===== config.mk =====
export PLATFORM = sky130hd
export DESIGN_NAME = sar_seq
export DESIGN_NICKNAME = d
export VERILOG_FILES = /design/src/verilog/sar_pkg.sv /design/src/verilog/sar_tick_div.sv /design/src/verilog/sar_seq.sv
export VERILOG_INCLUDE_DIRS = /design/src /design/src/verilog
export SDC_FILE = /design/constraint.sdc
export NUM_CORES = 1
export LEC_CHECK = 0
export ABC_AREA = 0
export BUFFER_PORTS_ARGS = -buffer_cell sky130_fd_sc_hd__buf_2
export CORE_UTILIZATION = 34
export DETAILED_ROUTE_END_ITERATION = 6
export HOLD_SLACK_MARGIN = 0.03
export PLACE_DENSITY = 0.68
export SLEW_MARGIN = 25
export SYNTH_ARGS = -nofsm -noshare
export SYNTH_HDL_FRONTEND = slang
export SYNTH_SLANG_ARGS = --single-unit
export TNS_END_PERCENT = 30

===== constraint.sdc =====
create_clock -name CLOCK -period 3.4 [get_ports CLOCK]
set_clock_uncertainty 0.2 [all_clocks]
set_input_delay 0.17 -clock CLOCK [delete_from_list [all_inputs] [get_ports CLOCK]]
set_output_delay 0.17 -clock CLOCK [all_outputs]
set_load 0.05 [all_outputs]

===== src/verilog/sar_params.svh =====
// sar_params.svh: offsets, field positions, reset values and cycle counts
// assumes: included by the sequencer; register indices are word indices
`ifndef SAR_PARAMS_SVH
`define SAR_PARAMS_SVH

// register indices, byte address is index times four
`define SAR_IDX_MODE 8'h16
`define SAR_IDX_RES_LO 8'h17
`define SAR_IDX_RES_HI 8'h18
`define SAR_IDX_START 8'h20
`define SAR_IDX_CUROFF 8'h21
`define SAR_IDX_STATUS 8'h24
`define SAR_IDX_CLEAR 8'h25
`define SAR_IDX_ENABLE 8'h26

// field positions
`define SAR_BIT_PERIOD 0
`define SAR_BIT_FLAG 2
`define SAR_BIT_DONE 0

// reset values
`define SAR_MODE_RESET 4'h0

// conversion lengths in instruction cycles
`define SAR_SHORT_CYCLES 7'h22
`define SAR_LONG_CYCLES 7'h43
`define SAR_BITS 7'h08

`endif


===== src/verilog/sar_pkg.sv =====
// sar_pkg: types shared by the converter sequencer files
// assumes: nothing beyond the params header
package sar_pkg;
  // one-hot sequencer states
  typedef enum logic [2:0] {
    SAR_IDLE = 3'b001,
    SAR_SAMPLE = 3'b010,
    SAR_APPROX = 3'b100
  } sar_state_e;

  // conversion mode register fields
  typedef struct packed {
    logic [2:0] channel;
    logic long_period;
  } sar_mode_s;
endpackage : sar_pkg


===== src/verilog/sar_tick_div.sv =====
// sar_tick_div: instruction cycle enable from the main clock
// assumes: one clock; halt high freezes the divider like a stopped oscillator
`timescale 1ns/100ps
module sar_tick_div #(
  parameter int DIV = 4
) (
  input wire logic clk,
  input wire logic rst,
  input wire logic halt,
  output logic tick
);
  logic [7:0] cnt;

  // count up, pulse once per instruction cycle
  always_ff @(posedge clk or posedge rst) begin
    if (rst) begin
      cnt <= 8'h00;
      tick <= 1'b0;
    end else if (halt) begin
      tick <= 1'b0;
    end else if (cnt == 8'(DIV - 1)) begin
      cnt <= 8'h00;
      tick <= 1'b1;
    end else begin
      cnt <= cnt + 8'h01;
      tick <= 1'b0;
    end
  end

  a_tick_halt: assert property (@(posedge clk) disable iff (rst) // RL14
    halt |=> !tick) else $error("tick while halted");
endmodule : sar_tick_div


===== src/verilog/sar_seq.sv =====
// sar_seq: 8-bit successive approximation sequencer with Avalon-MM registers
// assumes: comparator answers within one clock; LOW_POWER marks stop, watch, subactive
//
// Register access over Avalon-MM was left to the implementer.
`timescale 1ns/100ps
`include "sar_params.svh"

// Overview of operation
// RL1: eight inputs digitised by successive approximation into 8-bit results
// RL2: conversion mode register is 4 bits, write-only, period and channel
// RL3: mode bit 0 clear gives 34 instruction cycles, set gives 67
// RL4: mode bits 1 to 3 select the analog channel for next conversion
// RL5: channel bits decode binary, zero selects input zero
// RL6: result read-only, low digit and high digit at two addresses
// RL7: result register is not initialised by reset
// RL8: result held stable after completion until the next conversion starts
// RL9: software ignores result reads during a conversion
// RL10: writing 1 to start flag bit 2 launches a conversion
// RL11: on completion result stored and start flag cleared for polling
// RL12: software never writes start flag while a conversion runs
// RL13: current-off flag cuts ladder current in active and standby
// RL14: converter does not run in stop, watch or subactive modes
// RL15: low-power modes cut ladder current regardless of the flag
// RL16: count instruction cycles from start, finish at the chosen length
module sar_seq
  import sar_pkg::*;
#(
  parameter int INSTR_DIV = 4
) (
  input wire logic CLOCK,
  input wire logic RESET,
  input wire logic [9:0] ADDRESS,
  input wire logic READ,
  input wire logic WRITE,
  input wire logic [3:0] BYTEENABLE,
  input wire logic [31:0] WRITEDATA,
  output logic [31:0] READDATA,
  output logic WAITREQUEST,
  input wire logic COMPARE,
  input wire logic LOW_POWER,
  output logic [7:0] ANALOG_SELECT,
  output logic [7:0] LADDER_CODE,
  output logic LADDER_ON,
  output logic IRQ
);
  sar_state_e state;
  sar_mode_s conversion_mode;
  logic conversion_start_flag;
  logic ladder_current_off_flag;
  logic [7:0] result;
  logic [7:0] code;
  logic [6:0] cnt;
  logic [6:0] conv_len;
  logic done;
  logic tick;
  logic status;
  logic enable;
  logic take;
  logic wr_take;
  logic [7:0] idx;
  logic [31:0] next_readdata;

  // instruction cycle enable, frozen while the oscillator is stopped
  sar_tick_div #(.DIV(INSTR_DIV)) u_div (
    .clk(CLOCK),
    .rst(RESET),
    .halt(LOW_POWER), // RL14
    .tick(tick)
  );

  // bus decode; request is taken on the edge that sees waitrequest low
  assign idx = ADDRESS[9:2];
  assign take = (READ || WRITE) && !WAITREQUEST;
  assign wr_take = take && WRITE && BYTEENABLE[0] && (ADDRESS[1:0] == 2'b00);
  assign conv_len = conversion_mode.long_period ? `SAR_LONG_CYCLES : `SAR_SHORT_CYCLES; // RL3
  assign done = (state == SAR_APPROX) && tick && (cnt == conv_len - 7'h01); // RL16

  // one wait cycle per access, readdata settles with it
  always_ff @(posedge CLOCK or posedge RESET) begin
    if (RESET) begin
      WAITREQUEST <= 1'b1;
    end else if ((READ || WRITE) && WAITREQUEST) begin
      WAITREQUEST <= 1'b0;
    end else begin
      WAITREQUEST <= 1'b1;
    end
  end

  // read mux; write-only and unmapped words read as zero
  always_comb begin
    next_readdata = 32'h0000_0000;
    if (ADDRESS[1:0] == 2'b00) begin
      case (idx)
        `SAR_IDX_RES_LO: next_readdata[3:0] = result[3:0]; // RL6
        `SAR_IDX_RES_HI: next_readdata[3:0] = result[7:4]; // RL6
        `SAR_IDX_START: next_readdata[`SAR_BIT_FLAG] = conversion_start_flag; // RL11
        `SAR_IDX_CUROFF: next_readdata[`SAR_BIT_FLAG] = ladder_current_off_flag;
        `SAR_IDX_STATUS: next_readdata[`SAR_BIT_DONE] = status;
        `SAR_IDX_ENABLE: next_readdata[`SAR_BIT_DONE] = enable;
        default: next_readdata = 32'h0000_0000;
      endcase
    end
  end

  always_ff @(posedge CLOCK or posedge RESET) begin
    if (RESET) begin
      READDATA <= 32'h0000_0000;
    end else if (READ && WAITREQUEST) begin
      READDATA <= next_readdata;
    end
  end

  // mode register, write-only nibble
  always_ff @(posedge CLOCK or posedge RESET) begin
    if (RESET) begin
      conversion_mode <= `SAR_MODE_RESET; // RL2
    end else if (wr_take && idx == `SAR_IDX_MODE) begin
      conversion_mode <= WRITEDATA[3:0]; // RL2 RL4
    end
  end

  // ladder current-off flag
  always_ff @(posedge CLOCK or posedge RESET) begin
    if (RESET) begin
      ladder_current_off_flag <= 1'b0;
    end else if (wr_take && idx == `SAR_IDX_CUROFF) begin
      ladder_current_off_flag <= WRITEDATA[`SAR_BIT_FLAG];
    end
  end

  // start flag: software sets it, completion clears it
  // writes during a run are dropped so a stray clear cannot abort mid-way
  always_ff @(posedge CLOCK or posedge RESET) begin
    if (RESET) begin
      conversion_start_flag <= 1'b0;
    end else if (done) begin
      conversion_start_flag <= 1'b0; // RL11
    end else if (wr_take && idx == `SAR_IDX_START && state == SAR_IDLE) begin
      conversion_start_flag <= WRITEDATA[`SAR_BIT_FLAG]; // RL10 RL12
    end
  end

  // sequencer: sample phase, then one bit decision per instruction cycle
  // decisions need INSTR_DIV of 2 or more, the ladder code lags code by a clock
  always_ff @(posedge CLOCK or posedge RESET) begin
    if (RESET) begin
      state <= SAR_IDLE;
      cnt <= 7'h00;
      code <= 8'h00;
    end else begin
      case (state)
        SAR_IDLE: begin
          if (conversion_start_flag) begin
            state <= SAR_SAMPLE; // RL10
            cnt <= 7'h00;
            code <= 8'h80;
          end
        end
        SAR_SAMPLE: begin
          if (tick) begin
            cnt <= cnt + 7'h01; // RL16
            if (cnt == conv_len - `SAR_BITS - 7'h01) begin
              state <= SAR_APPROX;
            end
          end
        end
        SAR_APPROX: begin
          if (tick) begin
            cnt <= cnt + 7'h01; // RL16
            code <= next_code(code, COMPARE); // RL1
            if (done) begin
              state <= SAR_IDLE;
            end
          end
        end
        default: state <= SAR_IDLE;
      endcase
    end
  end

  // keep the trial bit if input is above the ladder, then try the next one
  function automatic logic [7:0] next_code(input logic [7:0] c, input logic above);
    logic [7:0] low;
    low = c & (~c + 8'h01);
    next_code = (above ? c : (c & ~low)) | (low >> 1);
  endfunction : next_code

  // result has no reset so contents survive a device reset
  always_ff @(posedge CLOCK) begin
    if (done) begin
      result <= next_code(code, COMPARE); // RL7 RL8 RL11
    end
  end

  // analog mux select and ladder drive
  always_ff @(posedge CLOCK or posedge RESET) begin
    if (RESET) begin
      ANALOG_SELECT <= 8'h01;
      LADDER_CODE <= 8'h00;
      LADDER_ON <= 1'b0;
    end else begin
      ANALOG_SELECT <= 8'h01 << conversion_mode.channel; // RL4 RL5
      LADDER_CODE <= code;
      LADDER_ON <= !ladder_current_off_flag && !LOW_POWER; // RL13 RL15
    end
  end

  // interrupt: sticky done bit, write-one clear, enable gate; set wins
  always_ff @(posedge CLOCK or posedge RESET) begin
    if (RESET) begin
      status <= 1'b0;
    end else if (done) begin
      status <= 1'b1;
    end else if (wr_take && idx == `SAR_IDX_CLEAR && WRITEDATA[`SAR_BIT_DONE]) begin
      status <= 1'b0;
    end
  end

  always_ff @(posedge CLOCK or posedge RESET) begin
    if (RESET) begin
      enable <= 1'b0;
    end else if (wr_take && idx == `SAR_IDX_ENABLE) begin
      enable <= WRITEDATA[`SAR_BIT_DONE];
    end
  end

  always_ff @(posedge CLOCK or posedge RESET) begin
    if (RESET) begin
      IRQ <= 1'b0;
    end else begin
      IRQ <= status && enable;
    end
  end

  // checks
  // helper: instruction cycles counted since the sequencer left idle,
  // kept apart from cnt so the length checks do not echo the sequencer
  logic [6:0] chk_ticks;

  always_ff @(posedge CLOCK or posedge RESET) begin
    if (RESET) begin
      chk_ticks <= 7'h00;
    end else if (state == SAR_IDLE) begin
      chk_ticks <= 7'h00;
    end else if (tick) begin
      chk_ticks <= chk_ticks + 7'h01;
    end
  end

  a_flag_clears: assert property (@(posedge CLOCK) disable iff (RESET) // RL11
    done |=> !conversion_start_flag && state == SAR_IDLE)
    else $error("start flag not cleared on completion");

  // a write to the flag during a run is dropped, so the flag holds until done
  a_flag_busy: assert property (@(posedge CLOCK) disable iff (RESET) // RL11
    (state != SAR_IDLE && !done) |=> conversion_start_flag)
    else $error("start flag dropped during a conversion");

  a_result_hold: assert property (@(posedge CLOCK) disable iff (RESET) // RL8
    !done |=> $stable(result))
    else $error("result changed outside completion");

  a_conv_len: assert property (@(posedge CLOCK) disable iff (RESET) // RL3 RL16
    done |-> chk_ticks == (conversion_mode.long_period ? 7'h42 : 7'h21))
    else $error("conversion length wrong");

  // the last trial bit is bit 0 only after seven earlier decisions
  a_eight_steps: assert property (@(posedge CLOCK) disable iff (RESET) // RL1
    done |-> code[0])
    else $error("completion before the last trial bit");

  a_start_launch: assert property (@(posedge CLOCK) disable iff (RESET) // RL10
    (state == SAR_IDLE && conversion_start_flag) |=> state == SAR_SAMPLE && code == 8'h80)
    else $error("start did not launch");

  a_ladder_cut: assert property (@(posedge CLOCK) disable iff (RESET) // RL13
    (LOW_POWER || ladder_current_off_flag) |=> !LADDER_ON)
    else $error("ladder current not cut");

  // a tick already launched before low power was seen may still land once
  a_lowpow_frozen: assert property (@(posedge CLOCK) disable iff (RESET) // RL14
    (LOW_POWER && state != SAR_IDLE) ##1 LOW_POWER ##1 LOW_POWER |-> $stable(cnt))
    else $error("converter ran in low power");

  // a low-power pulse that ends at once may let the ladder back on
  a_ladder_auto: assert property (@(posedge CLOCK) disable iff (RESET) // RL15
    $rose(LOW_POWER) |=> !LADDER_ON ##1 ($past(LOW_POWER) ? !LADDER_ON : 1'b1))
    else $error("ladder on in low power");

  // one-hot select, so a stray second line cannot short two inputs together
  a_mux_decode: assert property (@(posedge CLOCK) disable iff (RESET) // RL5
    1'b1 |=> $onehot(ANALOG_SELECT) && ANALOG_SELECT[$past(conversion_mode.channel)])
    else $error("channel decode wrong");

  a_approx_steps: assert property (@(posedge CLOCK) disable iff (RESET) // RL1 RL16
    $rose(state == SAR_APPROX) |-> chk_ticks == (conversion_mode.long_period ? 7'h3B : 7'h1A))
    else $error("approximation did not get eight steps");

  a_status_set: assert property (@(posedge CLOCK) disable iff (RESET)
    done |=> status)
    else $error("done status not set");

  a_irq_level: assert property (@(posedge CLOCK) disable iff (RESET)
    1'b1 |=> IRQ == $past(status && enable))
    else $error("interrupt level wrong");
endmodule : sar_seq


Word level (Yosys, flattened, before mapping)
Index checks and enable logic that the tools add are counted.
{"block": "op_classes", "n_addsub": 6, "eq_ne": 20, "n_shift": 1, "muxes": 27, "bitwise_logic": 5, "n_reduce_logical": 30}
{"cell": "equality test 8 x 6 -> 1 bit, second input constant", "n": 5}
{"cell": "2-to-1 mux 8 bit", "n": 4}
{"cell": "equality test 8 x 5 -> 1 bit, second input constant", "n": 3}
{"cell": "2-to-1 mux 7 bit", "n": 3}
{"cell": "logical AND 1 bit", "n": 17}
{"cell": "adder 8 x 1 -> 8 bit, second input constant", "n": 2}
{"cell": "AND 8 bit", "n": 2}
{"cell": "inverter 8 bit", "n": 2}
{"cell": "one-hot mux 8 bit (2 select lines)", "n": 1}
{"cell": "2-to-1 mux 3 bit", "n": 5}
{"cell": "equality test 7 bit", "n": 2}
{"cell": "one-hot mux 7 bit (2 select lines)", "n": 1}
{"cell": "subtractor 7 x 1 -> 7 bit, second input constant", "n": 2}
{"cell": "one-hot mux 3 bit (3 select lines)", "n": 1}
{"cell": "equality test 8 x 2 -> 1 bit, second input constant", "n": 1}
{"cell": "OR 8 x 7 -> 8 bit", "n": 1}
{"cell": "one-hot mux 1 bit (4 select lines)", "n": 2}
{"cell": "nonzero test 2 bit", "n": 4}
{"cell": "left shift 1 x 3 -> 8 bit, first input constant", "n": 1}
{"cell": "adder 7 x 1 -> 7 bit, second input constant", "n": 1}
{"cell": "2-to-1 mux 1 bit", "n": 7}
{"cell": "subtractor 7 x 4 -> 7 bit, second input constant", "n": 1}
{"cell": "!= test 2 x 1 -> 1 bit, second input constant", "n": 3}
{"cell": "!= test 2 bit, second input constant", "n": 3}
{"cell": "11 further kinds", "n": 15}
{"block": "word_totals", "reg_bits": 94, "output_inout_bits": 51, "wordCells": 107}

Longest topological paths before layout
{"block": "logic_depth", "ltp_word": 9, "depth_mapped": 6, "depth_no_buf": 5}

Modules after synthesis
From an unflattened synthesis, not the netlist that was laid out.
{"block": "hier_totals", "hier_cells": 299, "area_unflattened_um2": 3278.1}
{"module": "sar_seq", "n_inst": 1, "cells_each": 259, "area_per_inst_um2": 2845.2}
{"module": "sar_tick_div", "n_inst": 1, "cells_each": 40, "area_per_inst_um2": 432.9}

Worst setup path after synthesis
OpenSTA, ideal clock, no wires.
{"block": "synth_path", "path_type": "register to register", "start": "register state[0]", "end": "register result[0] (enable)", "setup_time_ns": 0.389, "arrival_ns": 1.763, "required_time_ns": 2.811, "setup_slack_ns": 1.048, "stages_incl_launch_ff": 4, "path_buffers": 1, "period_less_slack_ns": 2.352, "path_cell_list": "dfstp_2 > clkbuf_1 > or3b_2 > a211oi_1"}
{"block": "synth_via", "elab_chain_len": 3}
{"item": "start: declaration", "line": "sar_seq.sv:46", "rtl": "sar_state_e state;"}
{"item": "start signal: assignment", "line": "sar_seq.sv:147", "rtl": "state <= SAR_IDLE;"}
{"item": "start signal: assignment", "line": "sar_seq.sv:154", "rtl": "state <= SAR_SAMPLE;"}
{"item": "start signal: assignment", "line": "sar_seq.sv:163", "rtl": "state <= SAR_APPROX;"}
{"item": "equality test 3 bit", "line": "sar_seq.sv:76", "rtl": "assign done = (state == SAR_APPROX) && tick && (cnt == conv_len - 7'h01);"}
{"item": "logical AND 1 bit (2 in a row)", "line": "sar_seq.sv:76"}
{"item": "net done", "line": "sar_seq.sv:54", "rtl": "logic done;"}
{"item": "end signal: assignment", "line": "sar_seq.sv:191", "rtl": "result <= next_code(code, COMPARE);"}
{"item": "end: declaration", "line": "sar_seq.sv:50", "rtl": "logic [7:0] result;"}
The timed path passes the listed nets, and every way through them passes these cells.
A chain may end at the register's enable or synchronous reset.

Worst setup path in the final report
{"block": "layout_path", "start": "register code[3]", "end": "register result[6], data pin"}
{"block": "layout_via", "elab_chain_len": 7}
{"item": "start: declaration", "line": "sar_seq.sv:51", "rtl": "logic [7:0] code;"}
{"item": "start signal: assignment", "line": "sar_seq.sv:170", "rtl": "code <= next_code(code, COMPARE);"}
{"item": "inverter 8 bit *", "line": "sar_seq.sv:184", "rtl": "low = c & (~c + 8'h01);"}
{"item": "adder 8 x 1 -> 8 bit *", "line": "sar_seq.sv:184"}
{"item": "AND 8 bit *", "line": "sar_seq.sv:184"}
{"item": "inverter 8 bit", "line": "sar_seq.sv:185", "rtl": "next_code = (above ? c : (c & ~low)) | (low >> 1);"}
{"item": "AND 8 bit", "line": "sar_seq.sv:185"}
{"item": "2-to-1 mux 8 bit", "line": "sar_seq.sv:185"}
{"item": "OR 8 x 7 -> 8 bit *", "line": "sar_seq.sv:185"}
Every way passes the cells marked *; elsewhere a longest branch is shown, timed or not.

==> impl_metrics.py <==
metrics = {
    "global_route": {
        "grt_pass1_vias": 2219,
        "grt_pass1_wl_mm": 10.27,
        "antenna_found_initial": 0,
        "grtUsageTotal": 0.1322,
        "grt_max_degree": 39,
        "overflow": 0,
    },
    "logic_synthesis": {
        "ys_seq_area_frac": 0.5285,
        "synth_seq_cells": 66,
        "syn_area_per_cell_sq_um": 10.87,
        "synth_warnings": 0,
        "ys_types": 56,
        "synth.largest_area_cell": "dfrtp_1",
        "ys_dominant_reg_cell": "dfrtp_1",
        "yosysTopAreaCellShare": 0.4290,
        "async_flop_share": 0.8788,
        "syn-cell-area_sq_um": 3208,
        "synth_edf_count": 8,
        "synthTopCellsByArea": "dfrtp_1 (43%), edfxtp_1 (7.5%), buf_4 (6.6%)",
        "synthCells": 295,
    },
    "sta": {
        "grt_setup_unrepaired": "no",
        "finalSetupViolCount": 0,
        "fin_crit_sh": 0.6490,
        "timing.final.crit_period_ns": 2.207,
        "tns_ns": 0,
        "finalHoldViolCount": 0,
        "worstMarginPinSlew_ns": 0.7828,
        "slew-limit-headroom": 0.4774,
        "timing.hold.ws_ns": 0.03212,
        "drv_slew": 0,
        "fmax_mhz": 453.2,
    },
    "die": {
        "initial_core_util": 0.3488,
        "core_sq_um": 9196,
        "die_w_microns": 99.14,
        "die_height_microns": 99.14,
        "die_area_sq_um": 9828,
        "io_pins": 103,
        "rows": 35,
    },
    "clock_tree": {
        "cts_tree": "built",
        "cts.sinks": 66,
        "hold_buffers": 9,
        "post_cts_buffers": 0,
        "htreeDepth": 3,
        "cts_buffers": 9,
        "clkLatencyLatePin_ns": 0.34,
        "root_buffer": "clkbuf_8",
        "clockBufferDepth": 2,
        "postCtsResizedCells": 0,
        "cts.clk_slew.worst_paths_ns": 0.08,
    },
    "critical_path": {
        "crit_path_max_incr_delay_ns": 0.60,
        "crit_arrival_ns": 2.07,
        "ff2ff_setup_slack_ns": 1.19,
        "crit_cells": 4,
        "rr_startpoint": "code[3]",
        "path_class": "reg2reg",
        "crit_slowest_cell": "or4_4",
        "cpMostUsedCell": "or4_4",
        "crit_end": "result[6]",
        "crit_path_end_kind": "flip-flop",
        "path_buf_inv": 0,
        "required_ns": 3.26,
        "rr_worst_depth": 4,
        "setup.worst_path.start": "code[3]",
        "path_max_fanout": 7,
        "start_kind": "flip-flop",
        "reg2reg_to": "result[6]",
        "crit_chain": "or4_4 -> or4_4 -> nand2_1 -> o21ai_0",
        "critPathTopFamily": "simple AND/OR/NAND/NOR gates",
    },
    "routing": {
        "drc": 0,
        "wirelength_mm": 6.237,
        "ant_nets": 0,
        "vias": 2340,
        "wl_per_cell_microns": 13.33,
        "dr.pass1.iters": 6,
        "first_iter_violations": 138,
        "routed_via_density": 5.000,
    },
    "layout": {
        "fin_util": 0.4068,
        "final_nets": 406,
        "stdcell_count": 468,
        "drive_above_1_share": 0.2297,
        "area_growth_pct": 16.61,
        "diodes": 0,
    },
    "pwr": {
        "vdd_ir_drop_max_mv": 0.2106,
        "p_leak_nw": 1.711,
        "powerDensity_nw_per_um2": 583.3,
    },
    "place": {
        "dp_cells": 443,
        "portBuffers": 43,
        "gp_congestion": 0.8230,
        "dpl.hpwl_mm": 4.293,
    },
    "run_status": {
        "run_status": "finished, final reports clean",
    },
    "flow_run": {
        "cap_violations": 0,
    },
    "worst_hold_path": {
        "hold_class": "in2reg",
    },
}
-- layout by cell type (no fill, tap or decap), types with 6 or more instances in the layout --
master / count
a22o_1: 6
xnor2_1: 6
nand3b_1: 6
dlygate4sd3_1: 9
mux2_2: 9
nand4_1: 6
nor2_1: 13
inv_1: 6
nand2_1: 19
edfxtp_1: 8
conb_1: 28
nor3_1: 8
a21oi_1: 8
nand3_1: 14
dfrtp_1: 55
clkbuf_8: 9
buf_2: 43
o21ai_0: 15
-- sequential cells by signal, summed over array words and instances, names as in the netlist --
register / count
u_div.cnt: 8
ladder_current_off_flag: 1
ANALOG_SELECT: 8
state: 3
status: 1
LADDER_CODE: 8
enable: 1
IRQ: 1
cnt: 7
WAITREQUEST: 1
result: 8
conversion_mode: 4
conversion_start_flag: 1
code: 8
u_div.tick: 1
LADDER_ON: 1
READDATA: 4
-- tightest hold or removal path, cell delays in order --
cell and delay [ns]:
buf_2 0.08, or3_1 0.17, o21ai_0 0.10
-- area by class of cell --
class	count	area, sq um
sequential	66	1695
clock inverter	7	92.59
clock buffer	9	123.9
timing repair buffer	55	327.8
tap	111	138.9
multi-input combinational	213	1336
fill	892	5455
inverter	7	26.28
-- power by group --
part | switching [mW] | leakage, nW | internal [mW]
Sequential | 0.122 | 0.836 | 0.882
Combinational | 0.272 | 0.772 | 0.187
Clock | 0.307 | 0.103 | 0.411
-- layer usage --
metal  track usage  vias to the layer above  wire length (microns)
met5             0                        -                      0
met4       0.05656                        0                     86
met3       0.03443                        7                    285
met2        0.2076                       73                   2952
met1        0.1737                     1122                   2912
li1              -                     1138                      -
-- metrics by stage --
stage | worst slack, ns | area, sq um | power, mW
6_report | 1.193 | 3741 | 2.182
5_1_grt | 1.138 | 3741 | 2.300
4_1_cts | 1.209 | 3741 | 2.200
3_5_place_dp | 1.225 | 3435 | 1.467
3_3_place_gp | 1.252 | 3435 | 1.450
2_1_floorplan | 1.048 | 3309 | 1.391
-- cells in the mapped netlist (4+ instances only) --
| cell | count |
|---|---|
| a21oi_1 | 8 |
| a22o_1 | 6 |
| and2_1 | 4 |
| and3_1 | 4 |
| buf_4 | 28 |
| clkbuf_1 | 4 |
| dfrtp_1 | 55 |
| edfxtp_1 | 8 |
| inv_1 | 7 |
| mux2_2 | 9 |
| mux2i_1 | 4 |
| nand2_1 | 19 |
| nand3_1 | 14 |
| nand3b_1 | 6 |
| nand4_1 | 6 |
| nor2_1 | 13 |
| nor3_1 | 8 |
| nor3b_1 | 4 |
| o21ai_0 | 15 |
| xnor2_1 | 6 |
-- worst min-delay path by stage --
| stage | start | end | slack (ns) | cells after the start |
|---|---|---|---|---|
| after CTS | ADDRESS[0] | READDATA[1] | 0.03 | 3 |
| after global routing | ADDRESS[4] | ladder_current_off_flag | 0.06 | 3 |
| after global placement | READ | WAITREQUEST | 0.14 | 2 |
| after detailed placement | READ | WAITREQUEST | 0.14 | 2 |
| after floorplan | READ | WAITREQUEST | 0.03 | 1 |
| final | ADDRESS[0] | READDATA[1] | 0.03 | 3 |
-- kinds of logic (layout without fill, tap and decap cells) --
group           after synthesis  after routing  synth area share
xor+xnor                      7              7           0.01911
compound gates               55             55            0.1162
other cells                   1             28          0.001169
simple gates                108            108            0.1966
flops                        66             66            0.5285
buf+inv                      43             78           0.08658
mux                          13             13           0.04407
fa+ha+maj                     2              2          0.007799
(Power assumes the default switching activity.)
